===== src/phyreg_defines.svh =====
// register offsets, field positions, reset values and timing counts
// for the paged phy register bank; included by bare name
`ifndef PHYREG_DEFINES_SVH
`define PHYREG_DEFINES_SVH

// base register addresses
`define PHYREG_ADDR_PWR 4'h4
`define PHYREG_ADDR_PAGE 4'h7

// paged window addresses
`define PHYREG_ADDR_COMPLIANCE 4'h8
`define PHYREG_ADDR_OUI_HI 4'ha
`define PHYREG_ADDR_OUI_MID 4'hb
`define PHYREG_ADDR_OUI_LO 4'hc
`define PHYREG_ADDR_PART_HI 4'hd
`define PHYREG_ADDR_PART_MID 4'he
`define PHYREG_ADDR_PART_LO 4'hf
`define PHYREG_ADDR_CTRL 4'h8

// page selector values
`define PHYREG_PAGE_ID 3'h1
`define PHYREG_PAGE_VENDOR 3'h7

// field positions, bit 0 of the tables is the byte msb
`define PHYREG_PAGE_MSB 7
`define PHYREG_PAGE_LSB 5
`define PHYREG_PORT_MSB 3
`define PHYREG_PORT_LSB 0
`define PHYREG_PWR_MSB 2
`define PHYREG_PWR_LSB 0
`define PHYREG_HOLD_BIT 7
`define PHYREG_RATE_MSB 1
`define PHYREG_RATE_LSB 0

// fixed and reset values
`define PHYREG_COMPLIANCE 8'h01
`define PHYREG_PAGE_RST 3'h0
`define PHYREG_PORT_RST 4'h0
`define PHYREG_HOLD_RST 1'b0
`define PHYREG_RATE_RST 2'h0
`define PHYREG_PWR_RST 3'h0

// packet length of an acknowledge, in data bits
`define PHYREG_ACK_BITS 16'h0008

// cycles after reset release before straps are taken
`define PHYREG_STRAP_SETTLE 2'h2

// power budget figures in watts
`define PHYREG_W15 6'h0f
`define PHYREG_W30 6'h1e
`define PHYREG_W45 6'h2d
`define PHYREG_X3 4'h3
`define PHYREG_X7 4'h7

`endif


===== src/phyreg_pkg.sv =====
// types shared by the paged phy register bank
// assumes phyreg_defines.svh holds the numeric constants
package phyreg_pkg;

   // attached link rate codes
   typedef enum logic [1:0]
   {
      PHYREG_S100 = 2'b00,
      PHYREG_S200 = 2'b01,
      PHYREG_S400 = 2'b10,
      PHYREG_RATE_BAD = 2'b11
   } phyreg_rate_t;

   // register port request from the link
   typedef struct packed
   {
      logic rd;
      logic wr;
      logic [3:0] addr;
      logic [7:0] wdata;
   } phyreg_bus_t;

   // end of a received packet and its data bit count
   typedef struct packed
   {
      logic done;
      logic [15:0] bits;
   } phyreg_rx_t;

   // fair and priority arbitration requests
   typedef struct packed
   {
      logic fair;
      logic pri;
   } phyreg_req_t;

   // decoded meaning of the power class
   typedef struct packed
   {
      logic no_power;
      logic self_powered;
      logic bus_powered;
      logic reserved;
      logic [5:0] supply_w;
      logic [3:0] extra_w;
   } phyreg_pwr_info_t;

endpackage


===== src/phyreg_top.sv =====
// paged phy register bank: identification page, vendor page with the
// null packet hold flag and link rate, request clearing, power class
// assumes the link drives the register port on this clock and that
// the receiver reports each packet end with its data bit count
`include "phyreg_defines.svh"
`timescale 1ns/1ps
`default_nettype none

// Functional notes
// page select value 1 in base register 7 maps the identification page.
// page select value 7 in base register 7 maps the vendor page.
// paged address 1000b on the id page reads a fixed compliance of 01h.
// addresses 1010b to 1100b read the 24-bit maker id, msb first.
// addresses 1101b to 1111b read the 24-bit part code, msb first.
// with the hold flag set only packets over 8 bits clear requests.
// with the hold flag clear any non-acknowledge packet clears requests.
// the hold flag is read-write bit 0 of vendor address 1000b, reset 0.
// the link writes its top speed into bits 6 to 7 and the phy keeps it.
// rate codes 00, 01, 10 are S100, S200, S400; 11 is not valid.
// the strap pins give the default self-id power field.
// straps load after reset; a later base register 4 write replaces them.
// codes 000 to 011 mean no power or self powered 15, 30, 45 W.
// codes 100, 110, 111: bus powered, 0, 3, 7 W more needed; 101 reserved.
module phyreg_top
#(
   parameter logic [23:0] MAKER_OUI = 24'h12_3456, // arbitrary value
   parameter logic [23:0] PART_CODE = 24'h65_4321 // arbitrary value
)
(
   input wire logic sys_clk_in,
   input wire logic reset_in,
   input wire phyreg_pkg::phyreg_bus_t bus_in,
   output logic [7:0] rd_data_out,
   input wire phyreg_pkg::phyreg_rx_t rx_in,
   input wire phyreg_pkg::phyreg_req_t req_set_in,
   output var phyreg_pkg::phyreg_req_t pend_out,
   output var phyreg_pkg::phyreg_rate_t link_rate_out,
   output logic link_rate_valid_out,
   output logic null_hold_out,
   output logic [2:0] page_sel_out,
   output logic [3:0] port_sel_out,
   input wire logic [2:0] power_class_straps_in,
   output logic [2:0] self_id_pwr_out,
   output var phyreg_pkg::phyreg_pwr_info_t pwr_info_out
);
   import phyreg_pkg::*;

   logic rd;
   logic wr;
   logic [3:0] addr;
   logic [7:0] wdata;
   logic [2:0] page_q;
   logic [3:0] port_q;
   logic hold_q;
   phyreg_rate_t rate_q;
   logic rate_valid_q;
   logic [7:0] rd_data_q;
   logic [7:0] rd_data_d;
   logic [1:0] pend_q;
   logic [1:0] pend_set;
   logic req_clear;
   logic pwr_wr;
   logic vendor_ctrl_wr;

   // unpack the register port
   assign rd = bus_in.rd;
   assign wr = bus_in.wr;
   assign addr = bus_in.addr;
   assign wdata = bus_in.wdata;

   // identification page contents by paged address
   function automatic logic [7:0] id_byte(input logic [3:0] a);
      logic [7:0] r;
      r = 8'h00;
      if (a == `PHYREG_ADDR_COMPLIANCE)
         r = `PHYREG_COMPLIANCE;
      else if (a == `PHYREG_ADDR_OUI_HI)
         r = MAKER_OUI[23:16];
      else if (a == `PHYREG_ADDR_OUI_MID)
         r = MAKER_OUI[15:8];
      else if (a == `PHYREG_ADDR_OUI_LO)
         r = MAKER_OUI[7:0];
      else if (a == `PHYREG_ADDR_PART_HI)
         r = PART_CODE[23:16];
      else if (a == `PHYREG_ADDR_PART_MID)
         r = PART_CODE[15:8];
      else if (a == `PHYREG_ADDR_PART_LO)
         r = PART_CODE[7:0];
      return r;
   endfunction

   // rate code is usable unless it is the invalid code
   function automatic logic rate_ok(input logic [1:0] r);
      return r != PHYREG_RATE_BAD;
   endfunction

   // whether a received packet clears pending requests
   function automatic logic clears_req(input logic hold,
                                       input logic [15:0] bits);
      logic r;
      if (hold)
         r = bits > `PHYREG_ACK_BITS;
      else
         r = bits != `PHYREG_ACK_BITS;
      return r;
   endfunction

   // write decode for registers held outside the page logic
   assign pwr_wr = wr && addr == `PHYREG_ADDR_PWR;
   assign vendor_ctrl_wr = wr && addr == `PHYREG_ADDR_CTRL &&
                           page_q == `PHYREG_PAGE_VENDOR;

   // base register 7: page and port selectors
   always_ff @(posedge sys_clk_in or posedge reset_in)
   begin
      if (reset_in)
      begin
         page_q <= `PHYREG_PAGE_RST;
         port_q <= `PHYREG_PORT_RST;
      end
      else if (wr && addr == `PHYREG_ADDR_PAGE)
      begin
         page_q <= wdata[`PHYREG_PAGE_MSB:`PHYREG_PAGE_LSB];
         port_q <= wdata[`PHYREG_PORT_MSB:`PHYREG_PORT_LSB];
      end
   end

   // vendor page control byte: hold flag and link rate
   always_ff @(posedge sys_clk_in or posedge reset_in)
   begin
      if (reset_in)
      begin
         hold_q <= `PHYREG_HOLD_RST;
         rate_q <= phyreg_rate_t'(`PHYREG_RATE_RST);
      end
      else if (vendor_ctrl_wr)
      begin
         hold_q <= wdata[`PHYREG_HOLD_BIT];
         rate_q <= phyreg_rate_t'(wdata[`PHYREG_RATE_MSB:
                                        `PHYREG_RATE_LSB]);
      end
   end

   // link rate validity for speed decisions
   always_ff @(posedge sys_clk_in or posedge reset_in)
   begin
      if (reset_in)
         rate_valid_q <= 1'b1;
      else
         rate_valid_q <= rate_ok(rate_q);
   end

   // read data selection by page and address
   always_comb
   begin
      rd_data_d = 8'h00;
      if (!rd)
         rd_data_d = 8'h00;
      else if (addr == `PHYREG_ADDR_PAGE)
         rd_data_d = {page_q, 1'b0, port_q};
      else if (addr == `PHYREG_ADDR_PWR)
         rd_data_d = {5'h00, self_id_pwr_out};
      else if (addr[3] && page_q == `PHYREG_PAGE_ID)
         rd_data_d = id_byte(addr);
      else if (addr == `PHYREG_ADDR_CTRL &&
               page_q == `PHYREG_PAGE_VENDOR)
         rd_data_d = {hold_q, 5'h00, rate_q};
   end

   // read data stands for the cycle after the strobe only
   always_ff @(posedge sys_clk_in or posedge reset_in)
   begin
      if (reset_in)
         rd_data_q <= 8'h00;
      else
         rd_data_q <= rd_data_d;
   end

   // clear term from the received packet length
   assign req_clear = rx_in.done && clears_req(hold_q, rx_in.bits);
   assign pend_set = {req_set_in.fair, req_set_in.pri};

   // pending fair and priority requests, a new request beats a clear
   generate
      for (genvar i = 0; i < 2; i++)
      begin : g_pend
         always_ff @(posedge sys_clk_in or posedge reset_in)
         begin
            if (reset_in)
               pend_q[i] <= 1'b0;
            else if (pend_set[i])
               pend_q[i] <= 1'b1;
            else if (req_clear)
               pend_q[i] <= 1'b0;
         end
      end
   endgenerate

   // power class holder
   phyreg_pwr_class u_pwr
   (
      .sys_clk_in(sys_clk_in),
      .reset_in(reset_in),
      .power_class_straps_in(power_class_straps_in),
      .wr_in(pwr_wr),
      .wdata_in(wdata[`PHYREG_PWR_MSB:`PHYREG_PWR_LSB]),
      .pwr_class_out(self_id_pwr_out),
      .info_out(pwr_info_out)
   );

   // outputs straight from flops
   assign rd_data_out = rd_data_q;
   assign pend_out = phyreg_req_t'(pend_q); // fair is bit 1
   assign link_rate_out = rate_q;
   assign link_rate_valid_out = rate_valid_q;
   assign null_hold_out = hold_q;
   assign page_sel_out = page_q;
   assign port_sel_out = port_q;
endmodule

`default_nettype wire


===== src/phyreg_pwr_class.sv =====
// power class holder: strap sampling after reset, link override, decode
// assumes straps are static pins from outside the clock domain
`include "phyreg_defines.svh"
`timescale 1ns/1ps
`default_nettype none

module phyreg_pwr_class
(
   input wire logic sys_clk_in,
   input wire logic reset_in,
   input wire logic [2:0] power_class_straps_in,
   input wire logic wr_in,
   input wire logic [2:0] wdata_in,
   output logic [2:0] pwr_class_out,
   output var phyreg_pkg::phyreg_pwr_info_t info_out
);
   import phyreg_pkg::*;

   logic [2:0] strap_s1_q;
   logic [2:0] strap_s2_q;
   logic [1:0] settle_q;
   logic loaded_q;
   logic [2:0] pwr_q;
   phyreg_pwr_info_t info_q;

   // meaning of each power class code
   function automatic phyreg_pwr_info_t decode(input logic [2:0] code);
      phyreg_pwr_info_t r;
      r = '0;
      if (code == 3'b000)
         r.no_power = 1'b1;
      else if (code == 3'b001)
      begin
         r.self_powered = 1'b1;
         r.supply_w = `PHYREG_W15;
      end
      else if (code == 3'b010)
      begin
         r.self_powered = 1'b1;
         r.supply_w = `PHYREG_W30;
      end
      else if (code == 3'b011)
      begin
         r.self_powered = 1'b1;
         r.supply_w = `PHYREG_W45;
      end
      else if (code == 3'b100)
         r.bus_powered = 1'b1;
      else if (code == 3'b101)
         r.reserved = 1'b1;
      else if (code == 3'b110)
      begin
         r.bus_powered = 1'b1;
         r.extra_w = `PHYREG_X3;
      end
      else
      begin
         r.bus_powered = 1'b1;
         r.extra_w = `PHYREG_X7;
      end
      return r;
   endfunction

   // two stage synchroniser on the strap pins
   always_ff @(posedge sys_clk_in or posedge reset_in)
   begin
      if (reset_in)
      begin
         strap_s1_q <= 3'h0;
         strap_s2_q <= 3'h0;
      end
      else
      begin
         strap_s1_q <= power_class_straps_in;
         strap_s2_q <= strap_s1_q;
      end
   end

   // settle count before the straps are trusted
   always_ff @(posedge sys_clk_in or posedge reset_in)
   begin
      if (reset_in)
         settle_q <= 2'h0;
      else if (settle_q != `PHYREG_STRAP_SETTLE)
         settle_q <= settle_q + 2'h1;
   end

   // strap default once after reset, any link write replaces it
   always_ff @(posedge sys_clk_in or posedge reset_in)
   begin
      if (reset_in)
      begin
         pwr_q <= `PHYREG_PWR_RST;
         loaded_q <= 1'b0;
      end
      else if (wr_in)
      begin
         pwr_q <= wdata_in;
         loaded_q <= 1'b1;
      end
      else if (!loaded_q && settle_q == `PHYREG_STRAP_SETTLE)
      begin
         pwr_q <= strap_s2_q;
         loaded_q <= 1'b1;
      end
   end

   // registered decode of the current class
   always_ff @(posedge sys_clk_in or posedge reset_in)
   begin
      if (reset_in)
         info_q <= '0;
      else
         info_q <= decode(pwr_q);
   end

   assign pwr_class_out = pwr_q;
   assign info_out = info_q;
endmodule

`default_nettype wire


===== config.mk =====
export PLATFORM = sky130hd
export DESIGN_NAME = phyreg_top
export DESIGN_NICKNAME = d
export VERILOG_FILES = /design/src/phyreg_pkg.sv /design/src/phyreg_top.sv /design/src/phyreg_pwr_class.sv
export VERILOG_INCLUDE_DIRS = /design/src /design/src/src
export SDC_FILE = /design/constraint.sdc
export NUM_CORES = 1
export LEC_CHECK = 0
export ABC_AREA = 1
export BUFFER_PORTS_ARGS = -buffer_cell sky130_fd_sc_hd__buf_2
export CORE_MARGIN = 2
export CORE_UTILIZATION = 47
export DETAILED_ROUTE_END_ITERATION = 12
export GPL_TIMING_DRIVEN = 0
export HOLD_SLACK_MARGIN = 0.08
export PLACE_DENSITY = 0.74
export SETUP_SLACK_MARGIN = 0.5
export SLEW_MARGIN = 30
export SYNTH_ARGS = -nofsm -noshare
export SYNTH_HDL_FRONTEND = slang
export SYNTH_SLANG_ARGS = --single-unit
export TNS_END_PERCENT = 1

===== constraint.sdc =====
create_clock -name sys_clk_in -period 1.45 [get_ports sys_clk_in]
set_input_delay 0.2175 -clock sys_clk_in [delete_from_list [all_inputs] [get_ports sys_clk_in]]
set_output_delay 0.2175 -clock sys_clk_in [all_outputs]
set_load 0.005 [all_outputs]

; Word-level counts from Yosys, hierarchy flattened
; Cells that the tools add are included.
[word_totals]
out_inout_bits = 38
reg_bits = 47
[classes]
n_lt_le_gt_ge = 1
eq_ne = 21
n_reduce_logical = 13
muxes = 41
addsub = 1
[op_table]
columns = op, n
row1 = $mux 7, 6
row2 = $mux 8, 5
row3 = $eq 4x4->1 const B, 7
row4 = $mux 6, 4
row5 = $mux 4, 5
row6 = $gt 16x4->1 const B, 1
row7 = $ne 16x4->1 const B, 1
row8 = $mux 1, 14
row9 = $mux 13, 1
row10 = $eq 3x3->1 const B, 4
row11 = $mux 3, 3
row12 = $eq 4x3->1 const B, 2
row13 = $logic_and 1x1->1, 8
row14 = $eq 3x1->1 const B, 2
row15 = $eq 3x2->1 const B, 2
row16 = $mux 2, 3
row17 = $reduce_bool 2->1, 3
row18 = $ne 2x2->1 const B, 2
row19 = $logic_not 3->1, 1
row20 = $add 2x1->2 const B, 1
row21 = $eq 2x2->1 const B, 1
row22 = $logic_not 1->1, 1

; Logic depth before layout (Yosys ltp)
; Gate-level depths: netlist of the first run.
[logic_depth]
ltp_word = 12
mapped_depth = 8
ltp_nobuf = 8

; Cells and area by module
; Synthesis of the first run repeated with hierarchy kept, for this count alone.
[hier_totals]
hier_cells = 223
hier_area_um2 = 1919.3
[modules_own_cells]
columns = mod, area_per_inst_um2, cells_per_inst, seq_area_each_um2, n_inst
row1 = phyreg_top, 1114.8, 148, 526.8, 1
row2 = phyreg_pwr_class, 804.5, 75, 550.5, 1

; Worst setup path before layout of the first run
; Ideal clock, no wire load.
[synth_timing]
path_type = register to register
from = reg page_q[1] (netlist: page_sel_out[1])
to = reg rd_data_q[1] (netlist: rd_data_out[1])
stages_incl_launch_ff = 9
period_less_slack_ns = 1.119
path_slack_ns = 0.331
setup_ns = 0.118
required_time_ns = 1.332
arrival_ns = 1.002
cell_sequence = dfrtp_1 -> inv_1 -> nand2_1 -> nor2_4 -> inv_2 -> nand3_1 -> nand2_1 -> o21bai_1 -> inv_1
[synth_via]
elab_chain_len = 7
elab_cells_between_ends = 9
classes_between = eq/ne: 2 / mux: 5 / reduce/logical: 2
[synth_rtl]
columns = element, line_no
row1 = start: declaration, phyreg_top.sv:52  ; logic [2:0] page_q;
row2 = start signal: assignment, phyreg_top.sv:118  ; page_q <= `PHYREG_PAGE_RST;
row3 = start signal: assignment, phyreg_top.sv:123  ; page_q <= wdata[`PHYREG_PAGE_MSB:`PHYREG_PAGE_LSB];
row4 = $eq 3x3->1 (no source line), -
row5 = $logic_and 1x1->1 (no source line), -
row6 = $mux 8, phyreg_top.sv:165  ; else if (addr == `PHYREG_ADDR_CTRL &&
row7 = $mux 8 *, phyreg_top.sv:163  ; else if (addr[3] && page_q == `PHYREG_PAGE_ID)
row8 = $mux 8 *, phyreg_top.sv:161  ; else if (addr == `PHYREG_ADDR_PWR)
row9 = $mux 8 *, phyreg_top.sv:159  ; else if (addr == `PHYREG_ADDR_PAGE)
row10 = $mux 8 *, phyreg_top.sv:157  ; if (!rd)
row11 = via rd_data_d[1], phyreg_top.sv:58  ; logic [7:0] rd_data_d;
row12 = end signal: assignment, phyreg_top.sv:176  ; rd_data_q <= rd_data_d;
row13 = end: declaration, phyreg_top.sv:57  ; logic [7:0] rd_data_q;
; Mark *: on every way through the listed nets, which the timed path passes. The rest lies on a longest branch.
; A chain may end at the register's enable or synchronous reset.

; Worst setup path after layout of the first run
[layout_timing]
from = reg page_q[2] (netlist: page_sel_out[2])
to = reg rd_data_q[5] (netlist: rd_data_out[5])
[layout_via]
elab_chain_len = 6
[layout_rtl]
columns = element, line_no
row1 = $eq 3x1->1 (no source line), -
row2 = $logic_and 1x1->1 (no source line), -
row3 = $mux 8, phyreg_top.sv:163
row4 = $mux 8, phyreg_top.sv:161
row5 = $mux 8, phyreg_top.sv:159
row6 = $mux 8, phyreg_top.sv:157
row7 = via rd_data_d[5], phyreg_top.sv:58
; The timed path passes the listed nets, and every way through them passes these cells.

==> flow_summary_export.csv, run 1 <==
group,metric,value,unit
timing,rsz0062_at_grt,"true",
yosys,synth_adder_area_share,0.00671,
yosys,ys_seq_area_frac,0.577,
cells_and_area,final_cell_mix,"73 x buf_2, 41 x nand2_1, 41 x dfrtp_1, 20 x inv_1, 17 x nor2_1",
timing,timing.final.crit_share,0.827,
clock_network,cts.sinks,43,
global_routing,grt_pass1_vias,1528,
critical_path,worstSetupPathType,"flip-flop to flip-flop",
placed_design,dp_hpwl,2760,um
yosys,synth.mux.area_fraction,0.0161,
hold_path,hold_class,"input pin to async pin",
critical_path,timing.rr.start,"page_sel_out[2]",
yosys,synthSimpleGateAreaFrac,0.223,
timing,setup_viol,0,
critical_path,path_cells,"inv_1 > nand2_2 > nor2_4 > buf_6 > buf_4 > nand3_2 > a21oi_2",
critical_path,crit_arrival,1.42,ns
global_routing,grt_busiest_layer,"met2",
clock_network,htreeDepth,2,
power_and_ir_drop,powerDensity,1080,nW/um^2
placed_design,io_buffer_count,73,
global_routing,grt_pass1_wl,6470,um
yosys,syn_inst,197,
critical_path,slowest_delay,0.42,ns
critical_path,crit_path_top_delay_cell,"dfrtp_1",
drt,drcViolationCount,0,
yosys,syn_avg_cell_area,9.47,sq um
yosys,synthXorXnorAreaFrac,0.00469,
critical_path,cp-start-kind,"flip-flop",
power_and_ir_drop,p_leak,1.39,nW
global_routing,gr-usage-met1,0.231,
critical_path,endpoint_kind,"flip-flop",
floorplan,io_pins,76,
critical_path,crit_buf_inv,3,
cells_and_area,synthToLayoutAreaGrowth,34.9,%
timing,skew,0.00326,ns
run_status,failed_checks,"negative hold slack",
critical_path,rrSetupSlack,0.25,ns
floorplan,coreArea,3740,sq um
timing,slew_viol_final,0,
drt,wl,3870,um
floorplan,rows,22,
drt,postRouteAntennaNets,0,
flow_run,max_cap_viol_count,0,
yosys,synth_top_family_by_area,"simple AND/OR/NAND/NOR gates",
clock_network,clockBufferDepth,2,
floorplan,die_area,4490,sq um
global_routing,grt_util_met2,0.335,
power_and_ir_drop,vdd_drop_max,649,uV
global_routing,grt_use_met3,0.0405,
critical_path,timing.rr.end,"rd_data_out[5]",
power_and_ir_drop,power,2.71,mW
timing,finalCriticalPeriod,1.20,ns
clock_network,insertion_delay,0.29,ns
global_routing,grt.overflow.total,0,
drt,post_drt_wl_per_cell,11.4,um
yosys,synth_seq_cells,43,
global_routing,antenna_found_initial,0,
drt,num_vias,1568,
critical_path,path_max_fanout,4,
cells_and_area,diodes,0,
global_routing,grt_max_degree,44,
critical_path,cp.required,1.67,ns
clock_network,cts_tree,"yes",
drt,drt-vias-per-instance,4.64,
clock_network,cts_buffers,5,
run_status,status,"complete, but fails checks",
clock_network,clk_pin_slew_worst_paths,0.08,ns
placed_design,place_congestion,0.842,
timing,setup_tns,0,ns
timing,fmax,834,MHz
floorplan,die_h,67,um
critical_path,critPathTopFamily,"flip-flops",
yosys,synth_nets,236,
cells_and_area,drive_gt1_frac,0.434,
timing,holdWs,-0.0943,ns
critical_path,r2r_cells,7,
global_routing,grt_use_total,0.192,
floorplan,start_util,0.498,
critical_path,cp.depth,7,
cells_and_area,final_util,0.672,
drt,firstDrtPassIters,4,
timing,hold_viol,16,
cells_and_area,final_common_cell,"buf_2",
clock_network,root_buffer,"clkbuf_8",
yosys,synth_warnings,0,
yosys,syn_area,1870,sq um
yosys,ys_types,30,
floorplan,die_x,67,um
yosys,synth_compound_area_frac,0.0919,
clock_network,ctsHoldBuffers,3,
cells_and_area,nNetsFinal,328,
drt,drt_iter0_drc,103,
## sequential cells by signal, indices dropped and copies added, names as in the netlist
register	cells
u_pwr.pwr_class_out	3
link_rate_out	2
null_hold_out	1
u_pwr.strap_s1_q	3
u_pwr.strap_s2_q	3
link_rate_valid_out	1
u_pwr.loaded_q	1
u_pwr.settle_q	2
page_sel_out	3
rd_data_out	8
pend_out	2
port_sel_out	4
u_pwr.info_out	10
## worst reg2reg max path: cells and delay by family, from the launching register on
kind	cells	cell delay [ns]
buf+inv	3	0.32
compound gates	1	0.14
simple gates	3	0.26
flops	1	0.42
## report_power, final
| part | internal [mW] | total, mW | switching [mW] |
|---|---|---|---|
| logic | 0.293 | 0.581 | 0.288 |
| registers | 1.33 | 1.40 | 0.0761 |
| clock network | 0.336 | 0.721 | 0.385 |
## routing by layer
metal  vias to the layer above  wire length [um]
li1                        808                 -
met1                       697              1630
met2                        58              1910
met3                         5               276
met4                         0                48
met5                         -                 0
## stage by stage
step | cell area (sq um) | cells | worst slack [ns]
2_1_floorplan | 1870 | 197 | 0.331
3_3_place_gp | 2290 | 318 | 0.238
3_5_place_dp | 2290 | 318 | 0.208
4_1_cts | 2460 | 335 | 0.245
5_1_grt | 2520 | 338 | 0.173
6_report | 2520 | 338 | 0.251
## what timing repair did
item	CTS	global route
cloned	0	0
gates resized for setup	3	5
hold endpoints to repair	3	16
buffers inserted	6	2
pin swaps	3	4
endpoints found under the setup margin	53	65
## cell type report
class | instances | area (sq um)
buffer | 6 | 45.0
clock buffer | 6 | 72.6
clock inverter | 2 | 12.5
fill | 322 | 1230
inverter | 27 | 105
multi-input combinational | 121 | 663
sequential | 43 | 1080
tap | 48 | 60.1
timing repair buffer | 85 | 479
## synth_stat cells
cell type | number | area [sq um]
buf_6 | 1 | 11.3
nand2_1 | 42 | 158
inv_1 | 22 | 82.6
nor3_1 | 4 | 20.0
clkbuf_1 | 1 | 3.75
nand3_1 | 13 | 65.1
or2_0 | 1 | 6.26
nor2_2 | 3 | 18.8
o211ai_1 | 3 | 22.5
o22ai_1 | 1 | 6.26
o21bai_1 | 1 | 7.51
buf_4 | 4 | 30.0
nor2_1 | 17 | 63.8
o21ai_1 | 7 | 35.0
ha_1 | 1 | 12.5
a31oi_1 | 1 | 6.26
mux2_4 | 2 | 30.0
o21ai_2 | 3 | 26.3
dfrtp_1 | 42 | 1050
conb_1 | 1 | 3.75
nor2_8 | 1 | 20.0
nand2_2 | 3 | 18.8
a21oi_2 | 2 | 17.5
nor2_4 | 2 | 22.5
dfstp_2 | 1 | 26.3
o21ai_0 | 2 | 10.0
xnor2_1 | 1 | 8.76
inv_2 | 5 | 18.8
nand2_4 | 2 | 22.5
a21oi_1 | 8 | 40.0
## logic make-up (layout without fill, tap and decap cells)
kind of cell	after synthesis	count (layout)
muxes	2	2
DFF	43	43
AOI/OAI and AO/OA	28	28
adders and majority gates	1	1
other	1	1
xor gates and xnor gates	1	1
buffers and inverters	33	126
and+or+nand+nor	88	88
## how the worst max path moves through the flow
| stage | to | slack, ns | from |
|---|---|---|---|
| 6_report | rd_data_out[5] | 0.25 | page_sel_out[2] |
| 2_1_floorplan | rd_data_out[1] | 0.33 | page_sel_out[1] |
| 4_1_cts | rd_data_out[1] | 0.25 | page_sel_out[2] |
| 3_5_place_dp | rd_data_out[1] | 0.21 | page_sel_out[1] |
| 5_1_grt | rd_data_out[5] | 0.17 | page_sel_out[2] |
| 3_3_place_gp | rd_data_out[1] | 0.24 | page_sel_out[1] |
Note: power is estimated with default switching activity, not from simulation.
==> run 2: changes to the inputs <==
--- a/config.mk
+++ b/config.mk
@@ -6,14 +6,14 @@
 export SDC_FILE = /design/constraint.sdc
 export NUM_CORES = 1
 export LEC_CHECK = 0
-export ABC_AREA = 1
+export ABC_AREA = 0
 export BUFFER_PORTS_ARGS = -buffer_cell sky130_fd_sc_hd__buf_2
 export CORE_MARGIN = 2
-export CORE_UTILIZATION = 47
+export CORE_UTILIZATION = 42
 export DETAILED_ROUTE_END_ITERATION = 12
 export GPL_TIMING_DRIVEN = 0
 export HOLD_SLACK_MARGIN = 0.08
-export PLACE_DENSITY = 0.74
+export PLACE_DENSITY = 0.7
 export SETUP_SLACK_MARGIN = 0.5
 export SLEW_MARGIN = 30
 export SYNTH_ARGS = -nofsm -noshare
==> constraint.sdc (replaced) <==
create_clock -name sys_clk_in -period 1.05 [get_ports sys_clk_in]
set_input_delay 0.1575 -clock sys_clk_in [delete_from_list [all_inputs] [get_ports sys_clk_in]]
set_output_delay 0.1575 -clock sys_clk_in [all_outputs]
set_load 0.005 [all_outputs]
==> flow_summary_export.csv, run 2 <==
group,metric,value,unit
yosys,synth_most_common_cell,"dfrtp_1",
cells_and_area,final_common_cell,"buf_2",
yosys,synthXorXnorAreaFrac,0.00964,
clock_network,clk_pin_slew_worst_paths,0.08,ns
yosys,synth.area.top_cells,"dfrtp_1 58%, mux2_1 4.3%, buf_4 2.9%",
yosys,synth_seq_cells,43,
clock_network,insertion_delay,0.30,ns
cells_and_area,design_area,2440,sq um
yosys,ys_types,43,
cells_and_area,regArea,1080,sq um
yosys,ys_seq_area_frac,0.593,
yosys,synth_top_area_share,0.579,
clock_network,cts.sinks,43,
timing,slew_viol_final,0,
clock_network,htreeDepth,2,
global_routing,grt_use_total,0.164,
yosys,syn_avg_cell_area,11.8,sq um
drt,postRouteAntennaNets,0,
yosys,synthTopCellsByCount,"42 x dfrtp_1, 14 x nand2_1, 9 x nor2_1",
floorplan,coreArea,4090,sq um
floorplan,rows,23,
critical_path,cp-start-kind,"flip-flop",
yosys,synth_warnings,0,
yosys,synth_ff_type,"dfrtp_1",
yosys,syn_inst,154,
cells_and_area,nNetsFinal,272,
hold_path,hold_class,"input pin to async pin",
cells_and_area,final_cell_mix,"68 x buf_2, 42 x dfrtp_1, 13 x nand2_1, 9 x nor2_1, 7 x mux2_1",
yosys,synthArstFlopShare,1.00,
timing,holdWs,-0.197,ns
critical_path,timing.rr.end,"rd_data_out[1]",
clock_network,clockBufferDepth,2,
global_routing,grt.overflow.total,0,
critical_path,path_max_fanout,10,
yosys,yosysTopAreaCell,"dfrtp_1",
placed_design,dpl_cell_area,2250,sq um
placed_design,dp_hpwl,2760,um
yosys,synth_top_family_by_area,"simple AND/OR/NAND/NOR gates",
power_and_ir_drop,vdd_drop_max,986,uV
power_and_ir_drop,p_comb_frac,0.230,
run_status,status,"complete, but fails checks",
drt,wl,3670,um
flow_run,max_cap_viol_count,0,
floorplan,start_util,0.445,
timing,skew,0.0101,ns
global_routing,grt_pass1_vias,1384,
drt,firstDrtPassIters,4,
yosys,synthSimpleGateAreaFrac,0.166,
floorplan,die_h,69.8,um
critical_path,cp.required,1.25,ns
placed_design,place_congestion,0.727,
power_and_ir_drop,netSwitchingPower,1.06,mW
timing,rsz0062_at_grt,"true",
floorplan,die_area,4870,sq um
power_and_ir_drop,swShare,0.275,
cells_and_area,drive_gt1_frac,0.472,
yosys,syn_area,1820,sq um
critical_path,critPathLaunch,"page_sel_out[2]",
cells_and_area,synthToLayoutAreaGrowth,34.6,%
clock_network,root_buffer,"clkbuf_8",
yosys,synth_compound_area_frac,0.0840,
yosys,synth_adder_area_share,0.00689,
clock_network,cts_tree,"yes",
global_routing,grt_max_degree,31,
cells_and_area,largest_register_ffs,10,
timing,finalCriticalPeriod,1.48,ns
drt,drcViolationCount,0,
critical_path,worstSetupPathType,"flip-flop to flip-flop",
placed_design,io_buffer_count,70,
run_status,failed_checks,"negative hold slack, negative setup slack",
cells_and_area,diodes,0,
power_and_ir_drop,internal_power,2.80,mW
timing,hold_viol,15,
critical_path,rrSetupSlack,-0.43,ns
power_and_ir_drop,p_leak,1.25,nW
cells_and_area,fill_cells,350,
drt,drt_iter0_drc,77,
cells_and_area,multi_input_area,706,sq um
power_and_ir_drop,powerDensity,1580,nW/um^2
timing,setup_tns,-3.14,ns
drt,post_drt_wl_per_cell,13.0,um
global_routing,grt_pass1_wl,6260,um
yosys,synth_edf_count,0,
yosys,synth.mux.area_fraction,0.0909,
drt,num_vias,1419,
timing,timing.final.crit_share,1.41,
power_and_ir_drop,p_clk_frac,0.257,
global_routing,antenna_found_initial,0,
clock_network,cts_buffers,5,
critical_path,endpoint_kind,"flip-flop",
floorplan,io_pins,76,
floorplan,die_x,69.8,um
critical_path,timing.rr.start,"page_sel_out[2]",
yosys,synth_nets,193,
drt,drt-vias-per-instance,5.01,
timing,fmax,677,MHz
critical_path,r2r_cells,5,
power_and_ir_drop,power.share.sequential,0.512,
timing,setup_viol,19,
critical_path,crit_arrival,1.68,ns
timing,worst_slack,-0.428,ns
[run 2: repair_timing]
action / in CTS / in global routing
setup endpoints to repair: 74 / 74
pin swaps: 10 / 7
setup buffers: 1 / 0
resized for setup: 19 / 9
hold endpoints to repair: 20 / 19
[run 2: through the flow]
stage	std cells	setup WS [ns]	hold slack (ns)	utilization	power, mW
6_report	283	-0.428	-0.197	0.598	3.86
5_1_grt	283	-0.482	-0.177	0.598	4.09
4_1_cts	283	-0.425	-0.195	0.592	3.88
3_5_place_dp	275	-0.430	0.135	0.551	2.79
3_3_place_gp	274	-0.601	0.266	0.547	2.76
2_1_floorplan	154	-0.289	0.189	-	2.40
[run 2: area by class of cell]
| class | count | area share |
|---|---|---|
| Clock buffer | 5 | 0.0281 |
| Buffer | 12 | 0.0440 |
| Clock inverter | 2 | 0.00563 |
| Timing Repair Buffer | 72 | 0.161 |
| Inverter | 4 | 0.00614 |
| Tap cell | 50 | 0.0256 |
| Multi-Input combinational cell | 95 | 0.289 |
| Sequential cell | 43 | 0.441 |
[run 2: worst max-delay path by stage]
stage                                  to  slack (ns)
after floorplan            rd_data_out[1]       -0.29
after global placement     rd_data_out[0]       -0.60
after detailed placement  page_sel_out[0]       -0.43
after CTS                  rd_data_out[1]       -0.42
after global routing       rd_data_out[1]       -0.48
final                      rd_data_out[1]       -0.43
[run 2: logic make-up (layout without fill, tap and decap cells)]
logic type,after synthesis,in the layout
other cells,1,1
xor+xnor,2,2
mux,14,14
compound gates,24,24
simple gates,53,53
flops,43,43
fa+ha+maj,1,1
buf+inv,16,95
[run 2: power by group through the flow]
stage | combinational (mW) | clock [mW] | sequential, mW
floorplan | 0.391 | 0 | 2.01
global placement | 0.759 | 0 | 2.00
detailed placement | 0.784 | 0 | 2.00
CTS | 0.875 | 1.03 | 1.97
global route | 0.986 | 1.10 | 2.00
finish | 0.889 | 0.993 | 1.98
[run 2: per-layer routing]
metal | routed length [um] | up-vias | track usage
li1 | - | 686 | -
met3 | 307 | 5 | 0.0610
met4 | 48 | 0 | 0.0598
met2 | 1870 | 64 | 0.271
met5 | 0 | - | 0
met1 | 1440 | 664 | 0.196
[run 2: worst max-delay path, cell delays in order (launching register included)]
cell	delay, ns
dfrtp_1	0.44
and4bb_1	0.29
buf_6	0.13
a21oi_1	0.04
or3_1	0.31
a31oi_1	0.17
==> run 3: changes to the inputs <==
==> constraint.sdc (replaced) <==
create_clock -name sys_clk_in -period 1.35 [get_ports sys_clk_in]
set_input_delay 0.2025 -clock sys_clk_in [delete_from_list [all_inputs] [get_ports sys_clk_in]]
set_output_delay 0.2025 -clock sys_clk_in [all_outputs]
set_load 0.005 [all_outputs]
==> flow_summary_export.csv, run 3 (synthesized netlist as in run 2, its figures left out) <==
group,metric,value,unit
cells_and_area,synthToLayoutAreaGrowth,39.8,%
placed_design,place_congestion,0.727,
global_routing,grt_pass1_wl,6400,um
cells_and_area,fill_cells,340,
flow_run,max_cap_viol_count,0,
floorplan,start_util,0.445,
placed_design,dp_hpwl,2760,um
clock_network,cts.sinks,43,
run_status,status,"complete, but fails checks",
drt,num_vias,1451,
timing,finalCriticalPeriod,1.48,ns
floorplan,coreArea,4090,sq um
timing,worst_slack,-0.126,ns
critical_path,cp-start-kind,"flip-flop",
cells_and_area,final_common_cell,"buf_2",
critical_path,path_max_fanout,10,
timing,skew,0.0111,ns
power_and_ir_drop,vdd_drop_max,773,uV
cells_and_area,design_area,2540,sq um
global_routing,grt_util_met2,0.278,
cells_and_area,nNetsFinal,277,
floorplan,die_h,69.8,um
drt,drt_iter0_drc,57,
clock_network,htreeDepth,2,
global_routing,antenna_found_initial,0,
placed_design,io_buffer_count,70,
drt,post_drt_wl_per_cell,13.0,um
drt,wl,3740,um
critical_path,path_cells,"and4bb_1 > buf_6 > a21oi_2 > or3_1 > a31oi_1",
critical_path,endpoint_kind,"flip-flop",
hold_path,hold_class,"input pin to async pin",
global_routing,grt_pass1_vias,1418,
floorplan,die_x,69.8,um
floorplan,die_area,4870,sq um
floorplan,rows,23,
global_routing,gr-usage-met1,0.199,
cells_and_area,regArea,1080,sq um
clock_network,root_buffer,"clkbuf_8",
timing,hold_viol,12,
placed_design,dpl_cell_area,2250,sq um
critical_path,worstSetupPathType,"flip-flop to flip-flop",
critical_path,slowest_delay,0.44,ns
timing,slew_viol_final,0,
drt,drt-vias-per-instance,5.04,
clock_network,cts_tree,"yes",
critical_path,cp.required,1.55,ns
cells_and_area,diodes,0,
timing,rsz0062_at_grt,"true",
cells_and_area,final_cell_mix,"65 x buf_2, 42 x dfrtp_1, 14 x nand2_1, 10 x buf_6, 8 x nor2_1",
cells_and_area,final_util,0.622,
power_and_ir_drop,p_leak,1.28,nW
timing,setup_viol,5,
cells_and_area,drive_gt1_frac,0.483,
clock_network,clk_pin_slew_worst_paths,0.08,ns
drt,postRouteAntennaNets,0,
clock_network,clockBufferDepth,2,
timing,fmax,678,MHz
drt,drcViolationCount,0,
floorplan,io_pins,76,
global_routing,grt_use_total,0.167,
clock_network,cts_buffers,5,
timing,holdWs,-0.151,ns
cells_and_area,multi_input_area,719,sq um
cells_and_area,largest_register_ffs,10,
drt,firstDrtPassIters,4,
global_routing,grt_use_met3,0.0610,
critical_path,crit_arrival,1.68,ns
critical_path,crit_path_top_delay_cell,"dfrtp_1",
power_and_ir_drop,powerDensity,1220,nW/um^2
global_routing,grt_busiest_layer,"met2",
clock_network,ctsHoldBuffers,5,
global_routing,grt_max_degree,31,
global_routing,grt.overflow.total,0,
clock_network,insertion_delay,0.30,ns
timing,timing.final.crit_share,1.09,
run_status,failed_checks,"negative hold slack, negative setup slack",
==> run 3: layer usage <==
metal,routed length (um),vias to the layer above,part of all wire
met5,0,-,0
met2,1910,60,0.51
met1,1490,688,0.40
li1,-,697,-
met3,286,6,0.077
met4,51,0,0.014
==> run 3: worst paths after layout <==
path                       depth (start not counted)                  end                 from  slack (ns)
max                                                5       rd_data_out[1]      page_sel_out[2]       -0.13
min                                                2          pend_out[1]             reset_in       -0.15
max reg2reg                                        5       rd_data_out[1]      page_sel_out[2]       -0.13
min reg2reg                                        0  u_pwr.strap_s2_q[2]  u_pwr.strap_s1_q[2]        0.35
max in group asynchronous                          3       rd_data_out[0]             reset_in        1.05
min in group sys_clk_in                            2      page_sel_out[1]            bus_in[6]        0.12
==> run 3: timing repair <==
item	CTS	global route
endpoints found under the hold margin	17	12
setup buffers	1	0
gates resized for setup	29	13
setup endpoints to repair	72	70
pin swaps	13	14
==> run 3: layout make-up <==
cell class | count | area share
Tap cell | 50 | 0.0246
Inverter | 4 | 0.00591
Multi-Input combinational cell | 95 | 0.283
Timing Repair Buffer | 77 | 0.182
Clock inverter | 2 | 0.00542
Sequential cell | 43 | 0.424
Buffer | 12 | 0.0473
Clock buffer | 5 | 0.0271
==> run 3: stage by stage <==
step                      power, mW  std cells  setup WS, ns  setup TNS, ns
final                          3.09        288        -0.126         -0.431
after global routing           3.26        288        -0.175         -0.789
after floorplan                1.87        154        0.0112              0
after detailed placement       2.17        275        -0.175          -1.72
after global placement         2.14        274        -0.346         -16.05
after CTS                      3.08        288        -0.119         -0.422
==> run 3: where the power goes <==
part | leakage (nW) | switching (mW) | internal (mW) | total, mW
Clock | 0.0440 | 0.419 | 0.353 | 0.772
Sequential | 0.540 | 0.103 | 1.44 | 1.54
Combinational | 0.701 | 0.324 | 0.447 | 0.770
Total | 1.28 | 0.846 | 2.24 | 3.09
==> run 3: critical path: cells and delay by family, from the launching register on <==
family / cells / cell delay, ns
compound gates: 2 / 0.20
buf+inv: 1 / 0.14
flops: 1 / 0.44
simple gates: 2 / 0.60
